[config.mk]
export PLATFORM = sky130hd
export DESIGN_NAME = hbf_ctrl
export DESIGN_NICKNAME = d
export VERILOG_FILES = /design/src/logic/hbf_pkg.sv /design/src/logic/hbf_ctrl.sv /design/src/logic/hbf_sync.sv
export VERILOG_INCLUDE_DIRS = /design/src /design/src/logic
export SDC_FILE = /design/constraint.sdc
export NUM_CORES = 1
export LEC_CHECK = 0
export ABC_AREA = 1
export BUFFER_PORTS_ARGS = -buffer_cell sky130_fd_sc_hd__clkbuf_2
export CORE_ASPECT_RATIO = 0.6
export CORE_UTILIZATION = 60
export DETAILED_ROUTE_END_ITERATION = 12
export GPL_TIMING_DRIVEN = 0
export PLACE_DENSITY = 0.94
export SETUP_SLACK_MARGIN = 0.5
export SLEW_MARGIN = 20
export SYNTH_ARGS = -nofsm -noshare
export SYNTH_HDL_FRONTEND = slang
export SYNTH_SLANG_ARGS = --single-unit
[constraint.sdc]
create_clock -name sys_clk -period 4.3 [get_ports sys_clk]
set_clock_uncertainty 0.2 [all_clocks]
set_input_delay 0.215 -clock sys_clk [delete_from_list [all_inputs] [get_ports sys_clk]]
set_output_delay 0.215 -clock sys_clk [all_outputs]
set_load 0.02 [all_outputs]
[src/logic/hbf_params.svh]
// timing and field constants for the half-bridge driver controller
// assumes a 40 MHz system clock; included by bare name
`ifndef HBF_PARAMS_SVH
`define HBF_PARAMS_SVH

// system clock period in ns (40 MHz)
`define HBF_CLK_PERIOD_NS   25
// least width of the start-up low-side and clear pulses, in ns
`define HBF_PULSE_MIN_NS    15000
// least pulse as whole clock cycles, rounded up
`define HBF_PULSE_CYCLES    ((`HBF_PULSE_MIN_NS + `HBF_CLK_PERIOD_NS - 1) / `HBF_CLK_PERIOD_NS)
// width of the sequence timer
`define HBF_TIMER_W         10
// bit positions of the synchronised pin inputs
`define HBF_IN_SUPPLY       0
`define HBF_IN_SYNC         1
`define HBF_IN_FSD          2
`define HBF_IN_COUNT        3
// reset values of the driven pins
`define HBF_RST_HIGH        1'h0
`define HBF_RST_LOW         1'h0
`define HBF_RST_CLEAR       1'h1

`endif

[src/logic/hbf_pkg.sv]
// types shared by the half-bridge driver controller
// assumes hbf_params.svh for the numeric constants
package hbf_pkg;

    // logic inputs of the gate driver, driven by this controller
    typedef struct packed {
        logic high;   // high_side_input
        logic low;    // low_side_input
        logic clear;  // fault_clear_input
    } hbf_pins_t;

    // start-up and operating sequence
    typedef enum logic [2:0] {
        ST_SUPPLY   = 3'b000,
        ST_CLR_LEAD = 3'b001,
        ST_CHARGE   = 3'b010,
        ST_CLR_TAIL = 3'b011,
        ST_RUN      = 3'b100,
        ST_CLEARING = 3'b101
    } hbf_state_t;

    // status seen by the user side
    typedef struct packed {
        logic ready;       // normal mode reached
        logic fault_seen;  // shared shutdown line is low
        logic freeze_seen; // shared sync-fault line is low
        logic clear_busy;  // a fault clear pulse is in progress
    } hbf_status_t;

endpackage

[src/logic/hbf_ctrl.sv]
// controller for a half-bridge gate driver: start-up sequence, gate commands,
// hard shutdown over the shared open-drain line and fault clear pulses.
// assumes the driver pins are asynchronous, the shutdown line is wired-or with
// a pull-up, and the supply-good pin reports settled supplies.
// Functional notes
// - pulling shutdown line low forces gates off
// - shutdown line is wired-or, active low
// - no fault clear while sync line low; only the start of a normal-mode clear pulse checks it
// - never hold fault clear permanently high
// - hold fault clear high until supplies settle
// - bootstrap order: clear, low pulse, release
// - low and clear pulses at least 15 us
`timescale 1ns/100ps
`include "hbf_params.svh"
module hbf_ctrl #(
    parameter int PULSE_CYCLES = `HBF_PULSE_CYCLES
) (
    input  wire logic          sys_clk,
    input  wire logic          sys_rst,
    input  wire logic          user_high,
    input  wire logic          user_low,
    input  wire logic          user_shutdown,
    input  wire logic          user_clear,
    output hbf_pkg::hbf_status_t status,
    output hbf_pkg::hbf_pins_t drv_pins,
    input  wire logic          supply_ok_pin,
    input  wire logic          sync_fault_in,
    input  wire logic          fault_shutdown_in,
    output logic               fault_shutdown_out,
    output logic               fault_shutdown_oe
);
    import hbf_pkg::*;

    localparam logic [`HBF_TIMER_W-1:0] PULSE_LAST = `HBF_TIMER_W'(PULSE_CYCLES - 1);

    hbf_state_t                state;
    logic [`HBF_TIMER_W-1:0]   timer;
    logic [`HBF_IN_COUNT-1:0]  pins_s;
    logic                      supply_s;
    logic                      sync_s;
    logic                      fsd_s;
    logic                      clear_pend;

    // every pin input passes two flops before any logic reads it; the supply pin
    // goes in inverted so the all-ones reset reads as not settled, else start-up
    // would leave the supply wait on the first edge after reset
    hbf_sync #(
        .W (`HBF_IN_COUNT)
    ) u_sync (
        .sys_clk  (sys_clk),
        .sys_rst  (sys_rst),
        .async_in ({fault_shutdown_in, sync_fault_in, ~supply_ok_pin}),
        .sync_out (pins_s)
    );

    assign supply_s = ~pins_s[`HBF_IN_SUPPLY]; // undo the inversion at the synchroniser
    assign sync_s   = pins_s[`HBF_IN_SYNC];
    assign fsd_s    = pins_s[`HBF_IN_FSD];

    // open-drain shutdown: data is always low and only the enable moves,
    // so peers on the net stay free
    always_ff @(posedge sys_clk)
    begin
        fault_shutdown_out <= 1'b0;
    end

    // shutdown request drives the shared line; registered so the pin is glitch-free
    always_ff @(posedge sys_clk)
    begin
        if (sys_rst)
            fault_shutdown_oe <= 1'b0;
        else
            fault_shutdown_oe <= user_shutdown;
    end

    // fault clear request is remembered until served; a new request wins over the clear
    always_ff @(posedge sys_clk)
    begin
        if (sys_rst)
            clear_pend <= 1'b0;
        else if (user_clear)
            clear_pend <= 1'b1;
        else if (state == ST_CLEARING)
            clear_pend <= 1'b0;
    end

    // sequence and pin drive; the clear pin is high through all of start-up so
    // spurious diagnostics are suppressed, and then only for bounded pulses
    always_ff @(posedge sys_clk)
    begin
        if (sys_rst)
        begin
            state          <= ST_SUPPLY;
            timer          <= '0;
            drv_pins.high  <= `HBF_RST_HIGH;
            drv_pins.low   <= `HBF_RST_LOW;
            drv_pins.clear <= `HBF_RST_CLEAR;
        end
        else
        begin
            case (state)
                ST_SUPPLY:
                begin
                    drv_pins.clear <= 1'b1;
                    drv_pins.high  <= 1'b0;
                    drv_pins.low   <= 1'b0;
                    timer          <= '0;
                    if (supply_s)
                        state <= ST_CLR_LEAD;
                end
                ST_CLR_LEAD:
                begin
                    // clear is already high; start the bootstrap charge pulse
                    drv_pins.low <= 1'b1;
                    timer        <= '0;
                    state        <= ST_CHARGE;
                end
                ST_CHARGE:
                begin
                    if (timer == PULSE_LAST)
                    begin
                        drv_pins.low <= 1'b0;
                        timer        <= '0;
                        state        <= ST_CLR_TAIL;
                    end
                    else
                        timer <= timer + 1'b1;
                end
                ST_CLR_TAIL:
                begin
                    // clear falls only after the low side has been released
                    drv_pins.clear <= 1'b0;
                    state          <= ST_RUN;
                end
                ST_RUN:
                begin
                    // both commands high would be refused by the driver; keep both off here too
                    drv_pins.high <= user_high & ~user_low;
                    drv_pins.low  <= user_low & ~user_high;
                    timer         <= '0;
                    // no clear while a peer runs soft turn-off on the sync line
                    if (clear_pend && sync_s)
                    begin
                        drv_pins.clear <= 1'b1;
                        state          <= ST_CLEARING;
                    end
                end
                ST_CLEARING:
                begin
                    drv_pins.high <= user_high & ~user_low;
                    drv_pins.low  <= user_low & ~user_high;
                    if (timer == PULSE_LAST)
                    begin
                        drv_pins.clear <= 1'b0;
                        state          <= ST_RUN;
                    end
                    else
                        timer <= timer + 1'b1;
                end
                default:
                begin
                    state          <= ST_SUPPLY;
                    drv_pins.clear <= 1'b1;
                end
            endcase
        end
    end

    // user-side status, all registered
    always_ff @(posedge sys_clk)
    begin
        if (sys_rst)
            status <= '0;
        else
        begin
            status.ready       <= (state == ST_RUN) || (state == ST_CLEARING);
            status.fault_seen  <= ~fsd_s;
            status.freeze_seen <= ~sync_s;
            status.clear_busy  <= (state == ST_CLEARING);
        end
    end

    // shutdown request reaches the pin in one cycle, pulling low
    a_shutdown_drive: assert property (@(posedge sys_clk) disable iff (sys_rst)
        user_shutdown |=> (fault_shutdown_oe && !fault_shutdown_out))
        else $error("shutdown request did not pull the line low");

    // line is released one cycle after the request drops
    a_wired_release: assert property (@(posedge sys_clk) disable iff (sys_rst)
        !user_shutdown |=> !fault_shutdown_oe)
        else $error("shutdown line not released");

    // clear pulse in normal mode starts only with the sync line high
    a_clear_vs_sync: assert property (@(posedge sys_clk) disable iff (sys_rst)
        ($rose(drv_pins.clear) && $past(state) == ST_RUN) |-> $past(sync_s))
        else $error("fault clear raised while sync line low");

    // clear is low throughout normal running outside a clear pulse
    a_clear_bounded: assert property (@(posedge sys_clk) disable iff (sys_rst)
        (state == ST_RUN && $past(state) == ST_RUN) |-> !drv_pins.clear)
        else $error("fault clear left high in normal mode");

    // start-up waits with clear high and gates off
    a_startup_hold: assert property (@(posedge sys_clk) disable iff (sys_rst)
        (state == ST_SUPPLY && $past(state) == ST_SUPPLY)
            |-> (drv_pins.clear && !drv_pins.low && !drv_pins.high))
        else $error("start-up hold state wrong");

    // charge pulse only under an active clear, then low falls before clear
    a_boot_order: assert property (@(posedge sys_clk) disable iff (sys_rst)
        $fell(drv_pins.low) && $past(state) == ST_CHARGE
            |-> drv_pins.clear ##1 !drv_pins.clear)
        else $error("bootstrap order broken");

    // low-side charge pulse lasted the full count
    a_pulse_len: assert property (@(posedge sys_clk) disable iff (sys_rst)
        ($fell(drv_pins.low) && $past(state) == ST_CHARGE) |-> $past(timer) == PULSE_LAST)
        else $error("start-up pulse too short");

    // in normal mode the gate pins follow the commands one cycle later
    a_run_follow: assert property (@(posedge sys_clk) disable iff (sys_rst)
        (state == ST_RUN) |=> (drv_pins.high == ($past(user_high) & ~$past(user_low))
            && drv_pins.low == ($past(user_low) & ~$past(user_high))))
        else $error("gate pins do not follow commands");

endmodule

[src/logic/hbf_sync.sv]
// two-flop synchroniser for a group of pin inputs
// assumes inputs are asynchronous to sys_clk; only the second stage is read
`timescale 1ns/100ps
module hbf_sync #(
    parameter int W = 1
) (
    input  wire logic         sys_clk,
    input  wire logic         sys_rst,
    input  wire logic [W-1:0] async_in,
    output logic      [W-1:0] sync_out
);
    logic [W-1:0] stage1;

    // reset to all-ones: every synchronised pin is idle high
    always_ff @(posedge sys_clk)
    begin
        if (sys_rst)
        begin
            stage1   <= {W{1'b1}};
            sync_out <= {W{1'b1}};
        end
        else
        begin
            stage1   <= async_in;
            sync_out <= stage1;
        end
    end
endmodule

==> impl_metrics.env <==
export IMPL_vias_per_cell=5.56
export IMPL_ys_warn_count=0
export IMPL_synth_top_family_by_area="simple AND/OR/NAND/NOR gates"
export IMPL_rsz0062_at_grt="no"
export IMPL_antenna_found_initial=0
export IMPL_powerDensity_nw_per_um2=409
export IMPL_htreeDepth=1
export IMPL_synthAdderAreaFrac=0.00931
export IMPL_timing_hold_ws_ns=0.201
export IMPL_synth_xor_area_frac=0.0130
export IMPL_critPathArrivalTime_ns=2.17
export IMPL_drv_cap=0
export IMPL_drtIter0Drc=143
export IMPL_cpPeakStageDelay_ns=0.61
export IMPL_fill_cells=116
export IMPL_ys_flop_type="dfxtp_1"
export IMPL_path_buf_inv=3
export IMPL_grt_first_pass_wirelength_mm=5.82
export IMPL_cp_end_kind="register"
export IMPL_io_pins=18
export IMPL_first_global_vias=1265
export IMPL_path_max_fanout=7
export IMPL_cp_top_family="buffers and inverters"
export IMPL_drive_above_1_share=0.203
export IMPL_setup_tns_ns=0
export IMPL_timing_final_ws_setup_ns=2.17
export IMPL_postCtsSetupBuffers=0
export IMPL_cts_resized=0
export IMPL_synth_top_cell_area_share=0.417
export IMPL_path_class="register to register"
export IMPL_final_cell_area_um2=1620
export IMPL_cts_hold_buf=9
export IMPL_worstMarginPinSlew_ns=0.532
export IMPL_gp_congestion=0.876
export IMPL_seqPwrFrac=0.436
export IMPL_synth_simple_gate_area_frac=0.381
export IMPL_dieArea_um2=2440
export IMPL_dp_hpwl_mm=2.26
export IMPL_nets=223
export IMPL_worstSkewPairLatency_ns=0.29
export IMPL_first_pass_iters=5
export IMPL_drtAntennaViolNets=0
export IMPL_synth_distinct_cells=30
export IMPL_max_slew_margin=0.645
export IMPL_cts_buffers=3
export IMPL_ir_drop_mv=0.365
export IMPL_setup_violations=0
export IMPL_synth_edf_count=0
export IMPL_wl_per_cell_um=15.1
export IMPL_crit_top_cell="nand2_1"
export IMPL_synth_seq_cells=28
export IMPL_ys_seq_area_frac=0.417
export IMPL_core_um2=1970
export IMPL_slowest_stage="dlygate4sd3_1"
export IMPL_synth_top_area_cell="dfxtp_1"
export IMPL_synthArstFlopShare=0
export IMPL_synth_fp_nets=194
export IMPL_syn_cell_area_um2=1340
export IMPL_cts_tree="built"
export IMPL_max_freq_ghz=0.469
export IMPL_p_int_w=0.000462
export IMPL_clkTransAtPathRegs_ns=0.10
export IMPL_setup_worst_path_start_class="register"
export IMPL_syn_instance_count=184
export IMPL_std_cell_rows=12
export IMPL_reg2reg_slack_ns=2.17
export IMPL_root_buffer="clkbuf_8"
export IMPL_initial_utilization=0.683
export IMPL_period_share=0.496
export IMPL_placed_area_um2=1450
export IMPL_syn2layout_area_growth_pct=20.2
export IMPL_status="finished, final reports clean"
export IMPL_power_switching_w=0.000199
export IMPL_grtUsageTotal=0.336
export IMPL_layout_min_cycle_time_ns=2.13
export IMPL_crit_required_ns=4.34
export IMPL_num_vias=1335
export IMPL_cp_cell_sequence="buf_6 > nor2_1 > nand2_1 > nand2_1 > inv_1 > o41ai_1 > dlygate4sd3_1"
export IMPL_io_buffers=15
export IMPL_leakagePower_nw=0.715
export IMPL_syn_area_per_cell_um2=7.30
export IMPL_clk_path_buf_depth=2
export IMPL_routed_wl_mm=3.62
export IMPL_die_w_um=63.1
export IMPL_drc=0
export IMPL_diodes=0
export IMPL_power_frac_comb=0.246
export IMPL_p_sw_frac=0.301
export IMPL_synthMuxAreaShare=0
export IMPL_hp_class="register to register"
export IMPL_post_place_ws_ns=2.53
export IMPL_synth_area_top_cells="dfxtp_1, nand2_1, nor2_1"
export IMPL_synth_compound_area_frac=0.0717
export IMPL_clkPwrFrac=0.318
export IMPL_cts_sinks=28
export IMPL_die_height_um=38.7
export IMPL_hold_viol=0
export IMPL_grt_max_degree=17
export IMPL_drv_slew=0
export IMPL_grt_overflow=0
-- routing by layer --
layer / GRT usage / vias up / routed length [um]
li1: - / 634 / -
met1: 0.371 / 572 / 1330
met2: 0.605 / 109 / 1690
met3: 0.0912 / 20 / 420
met4: 0.209 / 0 / 179
met5: 0 / - / 0
-- Yosys cell counts (2+ instances only) --
| master | instances |
|---|---|
| buf_6 | 2 |
| nor2_1 | 28 |
| nand3_4 | 2 |
| a21oi_1 | 7 |
| buf_4 | 3 |
| nand2_2 | 3 |
| or2_2 | 5 |
| inv_1 | 21 |
| nand2_1 | 43 |
| nand4_1 | 3 |
| nand3b_1 | 2 |
| o21ai_0 | 2 |
| a21oi_2 | 2 |
| inv_2 | 2 |
| nor3_1 | 3 |
| dfxtp_1 | 28 |
| nand3_1 | 15 |
-- path summary, 6_finish.rpt --
check,startpoint,endpoint,cells past startpoint
min,u_sync.sync_out[2]$_SDFF_PP1_,status[2]$_SDFF_PP0_,1
max reg2reg,state[0]$_SDFFE_PP0P_,drv_pins[2]$_SDFFE_PP0P_,7
min reg2reg,u_sync.sync_out[2]$_SDFF_PP1_,status[2]$_SDFF_PP0_,1
max,state[0]$_SDFFE_PP0P_,drv_pins[2]$_SDFFE_PP0P_,7
-- worst register-to-register path, cell delays in order, from the launching register on --
cell,delay [ns]
dfxtp_1,0.31
buf_6,0.13
nor2_1,0.24
nand2_1,0.11
nand2_1,0.11
inv_1,0.09
o41ai_1,0.29
dlygate4sd3_1,0.61
-- cell families after synthesis --
kind of cell,Yosys count
simple gates,108
buf+inv,30
flops,28
compound gates,14
xor+xnor,2
fa+ha+maj,1
other cells,1
-- power by group through the flow --
stage	sequential, W	combinational, W	clock, W
2_1_floorplan	0.000300	0.000107	0
3_3_place_gp	0.000292	0.000140	0
3_5_place_dp	0.000294	0.000147	0
4_1_cts	0.000288	0.000155	0.000209
5_1_grt	0.000289	0.000179	0.000220
6_report	0.000288	0.000163	0.000210
-- state kept, by name (all words and copies together) (netlist names) --
signal and cells:
fault_shutdown_oe 1, clear_pend 1, state 3, status 4
timer 10, u_sync.sync_out 3, drv_pins 3, u_sync.stage1 3
-- per-stage QoR --
stage,cells,utilization,total power (W)
2_1_floorplan,184,-,0.000407
3_3_place_gp,227,0.739,0.000432
3_5_place_dp,227,0.739,0.000440
4_1_cts,240,0.821,0.000652
5_1_grt,240,0.821,0.000688
6_report,240,0.821,0.000661
-- layout by cell type (no fill, tap or decap), types with 5 or more instances in the layout --
cell	instances
nand2_1	43
a21oi_1	7
nand3_1	15
dlygate4sd3_1	9
clkbuf_2	15
dfxtp_1	28
nor2_1	28
inv_1	21
or2_2	5
-- final cells by class --
| class | count | area, um2 | share of cell area |
|---|---|---|---|
| clock inverter | 1 | 30.0 | 0.0186 |
| buffer | 6 | 48.8 | 0.0302 |
| timing repair buffer | 24 | 165 | 0.102 |
| sequential | 28 | 561 | 0.347 |
| clock buffer | 3 | 41.3 | 0.0256 |
| inverter | 24 | 92.6 | 0.0573 |
| multi-input combinational | 126 | 642 | 0.397 |
| tap | 28 | 35.0 | 0.0217 |
Power figures use the tool's default switching activity.
